## config.mk

```make
export PLATFORM = sky130hd
export DESIGN_NAME = sto_enable_logic
export DESIGN_NICKNAME = d
export VERILOG_FILES = /design/src/sto_axis_path.v /design/src/sto_enable_logic.v
export VERILOG_INCLUDE_DIRS = /design/src
export SDC_FILE = /design/constraint.sdc
export NUM_CORES = 1
export LEC_CHECK = 0
export ABC_AREA = 1
export BUFFER_PORTS_ARGS = -buffer_cell sky130_fd_sc_hd__clkbuf_2
export CAP_MARGIN = 20
export CORE_MARGIN = 3
export CORE_UTILIZATION = 55
export CTS_BUF_LIST = sky130_fd_sc_hd__clkbuf_16
export DETAILED_ROUTE_END_ITERATION = 7
export PLACE_DENSITY_LB_ADDON = 0.15
export SETUP_SLACK_MARGIN = 0.02
export SLEW_MARGIN = 15
export SYNTH_ARGS = -nofsm -noshare
export SYNTH_HDL_FRONTEND = slang
export SYNTH_HIERARCHICAL = 1
export SYNTH_SLANG_ARGS = --single-unit
```

## constraint.sdc

```tcl
create_clock -name SYS_CLK_IN -period 2 [get_ports SYS_CLK_IN]
set_input_delay 0.3 -clock SYS_CLK_IN [delete_from_list [all_inputs] [get_ports SYS_CLK_IN]]
set_output_delay 0.3 -clock SYS_CLK_IN [all_outputs]
set_load 0.02 [all_outputs]
```

## src/sto_enable_defs.vh

```
// Constants for the dual-source torque enable logic
`ifndef STO_ENABLE_DEFS_VH
`define STO_ENABLE_DEFS_VH

// Clock rate and documented times
`define STO_CLK_MHZ        50
`define STO_PULSE_US       3500
`define STO_DISC_MS        1000
`define STO_US_PER_MS      1000

// Pulse bridge and discrepancy time as 20 ns cycles, sized to fit
`define STO_PULSE_CYC      26'h2ab98
`define STO_DISC_CYC       26'h2faf080

// Counter width, large enough for the discrepancy count
`define STO_CNT_W          26

// Axes, torque-off paths per axis, switch address width
`define STO_AXES           2
`define STO_PATHS          4
`define STO_ADDR_W         10

// Process image sizes in bytes; held image width in bits
`define STO_PI_BYTES       8'h07
`define STO_PI_USE_BYTES   8'h02
`define STO_PI_W           16

// Register bus
`define STO_RA_W           8
`define STO_RD_W           32
`define STO_REG_CTRL       8'h00
`define STO_REG_STATUS     8'h04
`define STO_REG_ADDR       8'h08
`define STO_REG_PI_IN      8'h0c
`define STO_REG_PI_OUT     8'h10
`define STO_REG_DIAG       8'h14
`define STO_REG_SIZES      8'h18

// Control word bits
`define STO_CW_ACK_BIT     7
`define STO_CW_RESET_BIT   8

// Status word bits
`define STO_ST_FB_A_BIT    0
`define STO_ST_FB_B_BIT    1
`define STO_ST_ERR_BIT     3

// Diagnostic register bits
`define STO_DG_DISC_LSB    0
`define STO_DG_SELF_LSB    2
`define STO_DG_FBERR_BIT   4
`define STO_DG_BADADR_BIT  5
`define STO_DG_ADR0_BIT    6
`define STO_DG_PATH_BIT    7

// Address register layout
`define STO_AD_VALID_BIT   16

// Reset values
`define STO_ZERO_ADDR      10'h000
`define STO_ZERO_WORD      32'h0000_0000

`endif

```

## src/sto_axis_path.v

```verilog
// Hardwired safe input path of one axis: filter, discrepancy, self check
`timescale 1ns/1ps
`include "sto_enable_defs.vh"

module sto_axis_path #(
  parameter [`STO_CNT_W-1:0] PULSE_CYCLES = `STO_PULSE_CYC,
  parameter [`STO_CNT_W-1:0] DISC_CYCLES  = `STO_DISC_CYC
) (
  input  wire       clk_in,
  input  wire       nrst_in,
  input  wire [1:0] safe_in,
  input  wire       ack_in,
  output wire       hw_en_out,
  output wire       disc_err_out,
  output wire       self_err_out
);

  wire [1:0]            filt;
  wire [1:0]            self_mis;
  reg  [`STO_CNT_W-1:0] disc_cnt_r;
  reg                   disc_err_r;
  reg                   self_err_r;
  reg                   hw_en_r;

  // Per input: redundant capture and test pulse filter
  genvar i;
  generate
    for (i = 0; i < 2; i = i + 1)
    begin : g_in
      reg                   cap_a_r;
      reg                   cap_b_r;
      reg [`STO_CNT_W-1:0]  low_cnt_r;
      reg                   filt_r;

      // Two copies; a disagreement means a broken input stage
      always @(posedge clk_in or negedge nrst_in)
      begin
        if (!nrst_in)
        begin
          cap_a_r <= 1'b0;
          cap_b_r <= 1'b0;
        end
        else
        begin
          cap_a_r <= safe_in[i];
          cap_b_r <= safe_in[i];
        end
      end

      // Low phases up to the pulse length are bridged
      always @(posedge clk_in or negedge nrst_in)
      begin
        if (!nrst_in)
        begin
          low_cnt_r <= {`STO_CNT_W{1'b0}};
          filt_r    <= 1'b0;
        end
        else if (cap_a_r)
        begin
          low_cnt_r <= {`STO_CNT_W{1'b0}};
          filt_r    <= 1'b1;
        end
        else if (low_cnt_r >= PULSE_CYCLES)
          filt_r    <= 1'b0;
        else
          low_cnt_r <= low_cnt_r + 1'b1;
      end

      assign filt[i]     = filt_r;
      assign self_mis[i] = cap_a_r ^ cap_b_r;
    end
  endgenerate

  // Discrepancy timer, held at limit until the inputs agree
  always @(posedge clk_in or negedge nrst_in)
  begin
    if (!nrst_in)
      disc_cnt_r <= {`STO_CNT_W{1'b0}};
    else if (filt[0] == filt[1])
      disc_cnt_r <= {`STO_CNT_W{1'b0}};
    else if (disc_cnt_r < DISC_CYCLES)
      disc_cnt_r <= disc_cnt_r + 1'b1;
  end

  // Latched faults; a new fault wins over the acknowledge
  always @(posedge clk_in or negedge nrst_in)
  begin
    if (!nrst_in)
    begin
      disc_err_r <= 1'b0;
      self_err_r <= 1'b0;
    end
    else
    begin
      disc_err_r <= (disc_cnt_r >= DISC_CYCLES) | (disc_err_r & ~ack_in);
      self_err_r <= (|self_mis) | (self_err_r & ~ack_in);
    end
  end

  // Enable only when both filtered inputs are true
  always @(posedge clk_in or negedge nrst_in)
  begin
    if (!nrst_in)
      hw_en_r <= 1'b0;
    else
      hw_en_r <= filt[0] & filt[1];
  end

  assign hw_en_out    = hw_en_r;
  assign disc_err_out = disc_err_r;
  assign self_err_out = self_err_r;

endmodule // sto_axis_path

```

## src/sto_enable_logic.v

```verilog
// Top of the dual-source torque enable logic for two servo axes
//
// The plain strobed port and the register offsets were left to the implementer.
`timescale 1ns/1ps
`include "sto_enable_defs.vh"

module sto_enable_logic #(
  // Counts are pre-sized so the default fits the counter width
  parameter [`STO_CNT_W-1:0] PULSE_CYCLES =
    `STO_PULSE_CYC,
  parameter [`STO_CNT_W-1:0] DISC_CYCLES  =
    `STO_DISC_CYC
) (
  input  wire                    SYS_CLK_IN,
  input  wire                    NRST_IN,
  input  wire [1:0]              SAFE_INPUT_CONNECTOR_A_IN,
  input  wire [1:0]              SAFE_INPUT_CONNECTOR_B_IN,
  input  wire [`STO_ADDR_W-1:0]  ADDR_SWITCH_IN,
  input  wire                    FB_FRAME_VALID_IN,
  input  wire [`STO_ADDR_W-1:0]  FB_FRAME_ADDR_IN,
  input  wire [1:0]              FB_TORQUE_ENABLE_IN,
  input  wire                    FB_CONN_ERROR_IN,
  input  wire [`STO_RA_W-1:0]    REG_ADDR_IN,
  input  wire [`STO_RD_W-1:0]    REG_WDATA_IN,
  input  wire                    REG_WR_IN,
  input  wire                    REG_RD_IN,
  output wire [`STO_RD_W-1:0]    REG_RDATA_OUT,
  output wire [7:0]              TORQUE_OFF_PATH_OUT,
  output wire [1:0]              TORQUE_ENABLE_FEEDBACK_OUT,
  output wire                    STATUS_ERROR_OUT,
  output wire                    DIAG_EVENT_OUT,
  output wire [1:0]              BRAKE_OUT
);

  // Switch and fieldbus state
  reg  [`STO_ADDR_W-1:0] addr_r;
  reg                    addr_ok_r;
  reg  [1:0]             fb_en_r;
  reg                    fb_err_r;
  reg                    bad_addr_r;

  // Acknowledge, path fault and outputs
  reg                    ack_r;
  reg                    path_flt_r;
  reg  [1:0]             fbk_r;
  reg                    st_err_r;
  reg                    diag_ev_r;
  reg  [1:0]             brake_r;
  reg  [`STO_RD_W-1:0]   rdata_r;
  reg  [`STO_RD_W-1:0]   rdata_nxt;

  // Sticky diagnostics, plus the delayed card error for the event edge
  // Cleared by the same acknowledge as the faults
  reg                    dg_fberr_r;
  reg                    dg_badadr_r;
  reg                    dg_adr0_r;
  reg                    card_err_d_r;

  // Axis results
  // Indexed by axis: bit 0 connector A, bit 1 connector B
  wire [1:0]             hw_en;
  wire [1:0]             disc_err;
  wire [1:0]             self_err;
  wire [1:0]             axis_err;
  wire [1:0]             axis_en;
  wire                   card_err;
  wire                   ack_wr;
  wire                   frame_hit;
  wire [`STO_PI_W-1:0]   pi_in;
  wire [`STO_PI_W-1:0]   pi_out;
  wire [3:0]             pulse_in [0:1];

  // Per-path flip-flop outputs and the agreement check
  wire [7:0]             path_w;
  wire [1:0]             path_mis;

  // Switch read as binary every cycle; zero never qualifies
  // A switch moved while running takes effect one cycle later
  always @(posedge SYS_CLK_IN or negedge NRST_IN)
  begin
    if (!NRST_IN)
    begin
      addr_r    <= `STO_ZERO_ADDR;
      addr_ok_r <= 1'b0;
    end
    else
    begin
      addr_r    <= ADDR_SWITCH_IN;
      addr_ok_r <= (ADDR_SWITCH_IN != `STO_ZERO_ADDR);
    end
  end

  // A frame counts only when addressed to the switch setting
  // Comparing with the registered copy keeps one timing path
  assign frame_hit = FB_FRAME_VALID_IN & addr_ok_r &
                     (FB_FRAME_ADDR_IN == addr_r);

  // Fieldbus enables; a connection error drops them and clears by itself
  // No latched fault: the master side owns that acknowledge
  always @(posedge SYS_CLK_IN or negedge NRST_IN)
  begin
    if (!NRST_IN)
    begin
      fb_en_r    <= 2'b00;
      fb_err_r   <= 1'b0;
      bad_addr_r <= 1'b0;
    end
    else
    begin
      fb_err_r   <= FB_CONN_ERROR_IN;
      bad_addr_r <= FB_FRAME_VALID_IN & ~frame_hit;
      if (FB_CONN_ERROR_IN)
        fb_en_r <= 2'b00;
      else if (frame_hit)
        fb_en_r <= FB_TORQUE_ENABLE_IN;
    end
  end

  // Input pairs per axis
  // Kept as an array so the axis loop can index it
  assign pulse_in[0] = {2'b00, SAFE_INPUT_CONNECTOR_A_IN};
  assign pulse_in[1] = {2'b00, SAFE_INPUT_CONNECTOR_B_IN};

  // One hardwired path per axis
  // Both axes share the acknowledge; faults are kept per axis
  genvar ax;
  generate
    for (ax = 0; ax < `STO_AXES; ax = ax + 1)
    begin : g_axis
      sto_axis_path #(
        .PULSE_CYCLES (PULSE_CYCLES),
        .DISC_CYCLES  (DISC_CYCLES)
      ) u_path (
        .clk_in       (SYS_CLK_IN),
        .nrst_in      (NRST_IN),
        .safe_in      (pulse_in[ax][1:0]),
        .ack_in       (ack_r),
        .hw_en_out    (hw_en[ax]),
        .disc_err_out (disc_err[ax]),
        .self_err_out (self_err[ax])
      );

      // Either source suffices; a latched fault holds torque off
      assign axis_err[ax] = disc_err[ax] | self_err[ax];
      assign axis_en[ax]  = (hw_en[ax] | fb_en_r[ax]) & ~axis_err[ax] &
                            ~path_flt_r;

      // The four copies of one enable must agree; a split is a fault
      assign path_mis[ax] =
        (|path_w[ax*`STO_PATHS +: `STO_PATHS]) &
        ~(&path_w[ax*`STO_PATHS +: `STO_PATHS]);
    end
  endgenerate

  // Any latched fault is a card error for the status word
  assign card_err = (|axis_err) | path_flt_r;

  // Acknowledge needs control bit 7 together with the axis reset bit
  // Either bit alone is ignored
  assign ack_wr = REG_WR_IN & (REG_ADDR_IN == `STO_REG_CTRL) &
                  REG_WDATA_IN[`STO_CW_ACK_BIT] &
                  REG_WDATA_IN[`STO_CW_RESET_BIT];

  // Registered acknowledge pulse to the axis paths
  // Registering keeps the wide write decode off the fault flops
  always @(posedge SYS_CLK_IN or negedge NRST_IN)
  begin
    if (!NRST_IN)
      ack_r <= 1'b0;
    else
      ack_r <= ack_wr;
  end

  // Same value on all four paths of an axis, each path its own
  // flip-flop, so one stuck bit cannot hold the other three on
  genvar p;
  generate
    for (p = 0; p < `STO_AXES * `STO_PATHS; p = p + 1)
    begin : g_path
      reg path_bit_r;

      // Each path resets to torque off
      always @(posedge SYS_CLK_IN or negedge NRST_IN)
      begin
        if (!NRST_IN)
          path_bit_r <= 1'b0;
        else
          path_bit_r <= axis_en[p / `STO_PATHS];
      end

      assign path_w[p] = path_bit_r;
    end
  endgenerate

  // Disagreeing paths latch a card fault until acknowledged;
  // a split still present in the ack cycle wins over the clear
  always @(posedge SYS_CLK_IN or negedge NRST_IN)
  begin
    if (!NRST_IN)
      path_flt_r <= 1'b0;
    else
      path_flt_r <= (|path_mis) | (path_flt_r & ~ack_r);
  end

  // Feedback to the drive firmware, true means no torque-off
  // Taken from the same enable as the paths, so both agree
  always @(posedge SYS_CLK_IN or negedge NRST_IN)
  begin
    if (!NRST_IN)
      fbk_r <= 2'b00;
    else
      fbk_r <= axis_en;
  end

  // Status error bit follows the latched card fault
  // The event pulse marks only the rise, not the held fault
  always @(posedge SYS_CLK_IN or negedge NRST_IN)
  begin
    if (!NRST_IN)
    begin
      st_err_r     <= 1'b0;
      card_err_d_r <= 1'b0;
      diag_ev_r    <= 1'b0;
    end
    else
    begin
      st_err_r     <= card_err;
      card_err_d_r <= card_err;
      diag_ev_r    <= card_err & ~card_err_d_r;
    end
  end

  // Sticky fieldbus diagnostics; a new event wins over the acknowledge
  // A zero switch is flagged while it stands and kept until ack
  always @(posedge SYS_CLK_IN or negedge NRST_IN)
  begin
    if (!NRST_IN)
    begin
      dg_fberr_r  <= 1'b0;
      dg_badadr_r <= 1'b0;
      dg_adr0_r   <= 1'b0;
    end
    else
    begin
      dg_fberr_r  <= fb_err_r | (dg_fberr_r & ~ack_r);
      dg_badadr_r <= bad_addr_r | (dg_badadr_r & ~ack_r);
      dg_adr0_r   <= ~addr_ok_r | (dg_adr0_r & ~ack_r);
    end
  end

  // Brake outputs stay inert; the drive owns the brake
  // Kept as flip-flops so a later program can take them over
  always @(posedge SYS_CLK_IN or negedge NRST_IN)
  begin
    if (!NRST_IN)
      brake_r <= 2'b00;
    else
      brake_r <= 2'b00;
  end

  // Process images: only the two usable bytes are held
  // Remaining bytes of the seven-byte images carry no data here
  assign pi_in  = {{(`STO_PI_W-2){1'b0}}, fb_en_r};
  assign pi_out = {{(`STO_PI_W-2){1'b0}}, fbk_r};

  // Read mux; unmapped addresses return zero
  // Decoded from the live address; the strobe gates the capture
  always @*
  begin
    rdata_nxt = `STO_ZERO_WORD;
    case (REG_ADDR_IN)
      `STO_REG_CTRL:
        rdata_nxt = `STO_ZERO_WORD;
      `STO_REG_STATUS:
      begin
        rdata_nxt[`STO_ST_FB_A_BIT] = fbk_r[0];
        rdata_nxt[`STO_ST_FB_B_BIT] = fbk_r[1];
        rdata_nxt[`STO_ST_ERR_BIT]  = st_err_r;
      end
      `STO_REG_ADDR:
      begin
        rdata_nxt[`STO_ADDR_W-1:0]    = addr_r;
        rdata_nxt[`STO_AD_VALID_BIT]  = addr_ok_r;
      end
      `STO_REG_PI_IN:
        rdata_nxt[`STO_PI_W-1:0] = pi_in;
      `STO_REG_PI_OUT:
        rdata_nxt[`STO_PI_W-1:0] = pi_out;
      `STO_REG_DIAG:
      begin
        rdata_nxt[`STO_DG_DISC_LSB+1:`STO_DG_DISC_LSB] = disc_err;
        rdata_nxt[`STO_DG_SELF_LSB+1:`STO_DG_SELF_LSB] = self_err;
        rdata_nxt[`STO_DG_FBERR_BIT]  = dg_fberr_r;
        rdata_nxt[`STO_DG_BADADR_BIT] = dg_badadr_r;
        rdata_nxt[`STO_DG_ADR0_BIT]   = dg_adr0_r;
        rdata_nxt[`STO_DG_PATH_BIT]   = path_flt_r;
      end
      `STO_REG_SIZES:
      begin
        rdata_nxt[7:0]  = `STO_PI_BYTES;
        rdata_nxt[15:8] = `STO_PI_USE_BYTES;
      end
      default:
        rdata_nxt = `STO_ZERO_WORD;
    endcase
  end

  // Read data stand only in the cycle after the strobe
  // Zero between reads so a stale word is never taken as fresh
  always @(posedge SYS_CLK_IN or negedge NRST_IN)
  begin
    if (!NRST_IN)
      rdata_r <= `STO_ZERO_WORD;
    else if (REG_RD_IN)
      rdata_r <= rdata_nxt;
    else
      rdata_r <= `STO_ZERO_WORD;
  end

  // Outputs come straight from their flip-flops
  assign REG_RDATA_OUT              = rdata_r;
  assign TORQUE_OFF_PATH_OUT        = path_w;
  assign TORQUE_ENABLE_FEEDBACK_OUT = fbk_r;
  assign STATUS_ERROR_OUT           = st_err_r;
  assign DIAG_EVENT_OUT             = diag_ev_r;
  assign BRAKE_OUT                  = brake_r;

endmodule // sto_enable_logic

```

==> reports/summary.txt <==
Clk buf depth - 3
Flop pwr share - 46.9%
First-pass GRT wire length - 47700 um
Peak VDD IR - 571 uV
Post-synthesis register bit count - 205
GRT busiest layer - met2
Most frequent cell after synthesis - nand2_1
Worst R2R Path Depth - 8
EDFF count, synth - 0
Crit path required time - 2.43 ns
RSZ-0062 raised after global routing - false
Gr usage total - 22.4%
FMAX - 558 MHz
Clk_skew - 0.0101 ns
Post-Synth Simple-Gate Area - 42.8%
I/O pins - 118
Slew margin rel. - 64.0%
Fraction of layout cells with a size suffix above 1 - 14.2%
DRT Wirelength - 27400 um
Switching part of the total - 21.9%
Routability congestion estimate - 0.926
Die ar. - 24900 um^2
Pint - 0.00704 W
Synthesis-to-layout area growth - 11.8%
Power Density - 635 nW/um^2
Cell mode on critical path - nand2_1
CP startpoint kind - flop
GRT met3 Usage - 2.60%
Leading area contributor after synthesis - dfrtp_1
Status - finished, final reports clean
Initial Util - 57.1%
Post-Synth XOR/XNOR Area - 4.21%
Final slew viol count - 0
DP Cell Count - 2073
Final Setup Violations - 0
Total net switching power - 0.00197 W
CP Cell Sequence - ha_1 -> nand2_1 -> nor2_2 -> nand2_1 -> nor2_1 -> xor2_1 -> nand3_1 -> nand2_1
Hold-critical path depth - 2
Initial antenna violation count - 0
Worst-margin pin slew - 0.536 ns
Final Hold Fails - 0
Post-route insts no fill - 2130
Hold Crit Endpoint - ack_r
Crit path buffers/inverters - 0
Pre-antenna DRT Iters - 5
Antenna cells - 0
Worst-skew pair later-pin latency - 0.50 ns
Largest net degree at the start of global routing - 62
Cell Area, Synth - 12700 um^2
Root buf cell - clkbuf_16
Clk sinks - 205
Warning count from the yosys run - 6
Via density per instance - 5.10
IO buf count - 64
Seq/Total Area, Yosys - 40.4%
Crit-path slowest cell - dfrtp_1
Synth top area cells - dfrtp_1 40%, nand2_1 15%, nor2_1 8.5%
Dominant synthesized flop cell - dfrtp_1
R2r setup slk - 0.21 ns
Worst Path Max Fanout - 6
Rows - 54
Post-synth top cells - 511 x nand2_1, 287 x nor2_1, 205 x dfrtp_1
Adder-cell share of the synthesized area - 1.38%
Detailed-route via count - 10900
CP max stage delay - 0.42 ns
Largest family of logic cells by synthesized area - simple AND/OR/NAND/NOR gates
DP Area - 13200 um^2
Post-synthesis compound-gate area fraction - 1.89%
Cell family with most CP delay - simple AND/OR/NAND/NOR gates
Synth top area share - 40.4%
Vias in the first global route - 10300
Starting DRC count in detailed routing - 669
Final-layout fill cell count - 1997
Hold path start - REG_ADDR_IN[3]
CTS H-tree depth - 1
Mapped Cells - 1748
Final hold slack - 0.0327 ns
Worst reg2reg endpoint - g_axis[0].u_path/disc_cnt_r[16]
Post-CTS setup buffers - 0
CTS buffer count - 23
Final cell area excluding filler cells - 14200 um^2
Drt wl/cell - 12.9 um
Die Wd - 158 um
CP endpoint kind - flop
Routed Antenna Nets - 0
Final min period - 1.79 ns
Lkg Pwr - 6.95 nW
RR Startpoint - g_axis[0].u_path/disc_cnt_r[1]
Grt met2 use - 37.0%
Data arrival time of the critical path - 2.23 ns
Async set or reset register ratio after synthesis - 100%
Setup TNS - 0 ns
CTS tree - done
Hold Crit Class - input port to flop
HPWL after DPL - 19500 um
Logic pwr share - 4.3%
Clock transition at path regs - 0.06 ns
Mapped Avg Cell Area - 7.27 um^2
GR Overflow Total - 0
Distinct cells, synth - 43
Mux cell area share after synthesis - 0%
Crit share post-route - 89.5%
DRC errors left - 0
WS Path Type - flop to flop
Max_cap viols - 0
CORE AREA - 22200 um^2
Met1 Resource Use GR - 32.4%
Clock power share - 48.8%
Die height - 158 um
Final nets - 1921
## state kept, by name, summed over array words and instances, names as in the netlist, 4 cells and up
| name | count |
|---|---|
| g_axis.u_path/g_in.low_cnt_r | 104 |
| addr_r | 10 |
| g_axis.u_path/g_in.filt_r | 4 |
| g_axis.u_path/disc_cnt_r | 52 |
| REG_RDATA_OUT | 11 |
| g_axis.u_path/g_in.cap_b_r | 4 |
## power by group through the flow
stage / registers [W] / logic [W] / clock network (W)
floorplan: 0.00429 / 0.000205 / 0
global placement: 0.00430 / 0.000363 / 0
detailed placement: 0.00430 / 0.000368 / 0
CTS: 0.00422 / 0.000398 / 0.00453
global route: 0.00423 / 0.000446 / 0.00469
finish: 0.00423 / 0.000392 / 0.00440
## per-layer routing
layer  wire (um)  share of wire (%)  up-vias
met5           0                  0        -
li1            -                  -     5583
met4         359                1.3        0
met2       12500                 46      227
met1       13300                 49     5030
met3        1210                4.4       31
## cells by family after synthesis
| logic type | after synthesis |
|---|---|
| AND/OR/NAND/NOR | 1177 |
| buffers and inverters | 252 |
| flip-flops | 205 |
| XOR/XNOR | 61 |
| AO/OA/AOI/OAI | 38 |
| adder cells (fa/ha/maj) | 14 |
| other | 1 |
## cell usage in the layout (no fill, tap or decap), types with 18 or more instances in the layout
master	instances
nor2_1	287
inv_1	160
nand2_1	511
nand2_2	33
nand2_4	27
xor2_1	53
buf_4	29
nand3_1	199
clkbuf_16	23
conb_1	23
clkbuf_2	63
inv_2	18
nand4_1	40
dfrtp_1	205
## layout make-up
cell class                 instances  area [um^2]  share of cell area [%]
tap                              280          350                    2.47
multi-input combinational       1313         6480                    45.6
clock inverter                    17          210                    1.48
timing repair buffer             113          778                    5.48
clock buffer                      23          576                    4.06
inverter                         179          672                    4.73
sequential                       205         5130                    36.1
## timing repair
action | in CTS | in global routing
hold buffers | 17 | 0
gates resized for setup | 0 | 0
hold endpoints to repair | 69 | 0
## worst max path at each step
stage,end,slack (ns),from,cells after the start
6_report,g_axis[0].u_path/disc_cnt_r[16],0.21,g_axis[0].u_path/disc_cnt_r[1],8
2_1_floorplan,g_axis[0].u_path/disc_cnt_r[16],0.50,g_axis[0].u_path/disc_cnt_r[0],8
3_5_place_dp,g_axis[0].u_path/disc_cnt_r[16],0.22,g_axis[0].u_path/disc_cnt_r[1],8
5_1_grt,g_axis[1].u_path/disc_cnt_r[20],0.03,g_axis[1].u_path/disc_cnt_r[21],7
3_3_place_gp,g_axis[0].u_path/disc_cnt_r[16],0.28,g_axis[0].u_path/disc_cnt_r[1],8
4_1_cts,g_axis[0].u_path/disc_cnt_r[16],0.21,g_axis[0].u_path/disc_cnt_r[1],8
## through the flow
step | util [%] | total power [W] | setup WS [ns]
global placement | 59.6 | 0.00466 | 0.282
CTS | 63.9 | 0.00915 | 0.206
finish | 63.9 | 0.00902 | 0.209
detailed placement | 59.6 | 0.00467 | 0.224
global route | 63.9 | 0.00936 | 0.0322
floorplan | - | 0.00450 | 0.499
Power figures use the tool's default switching activity.
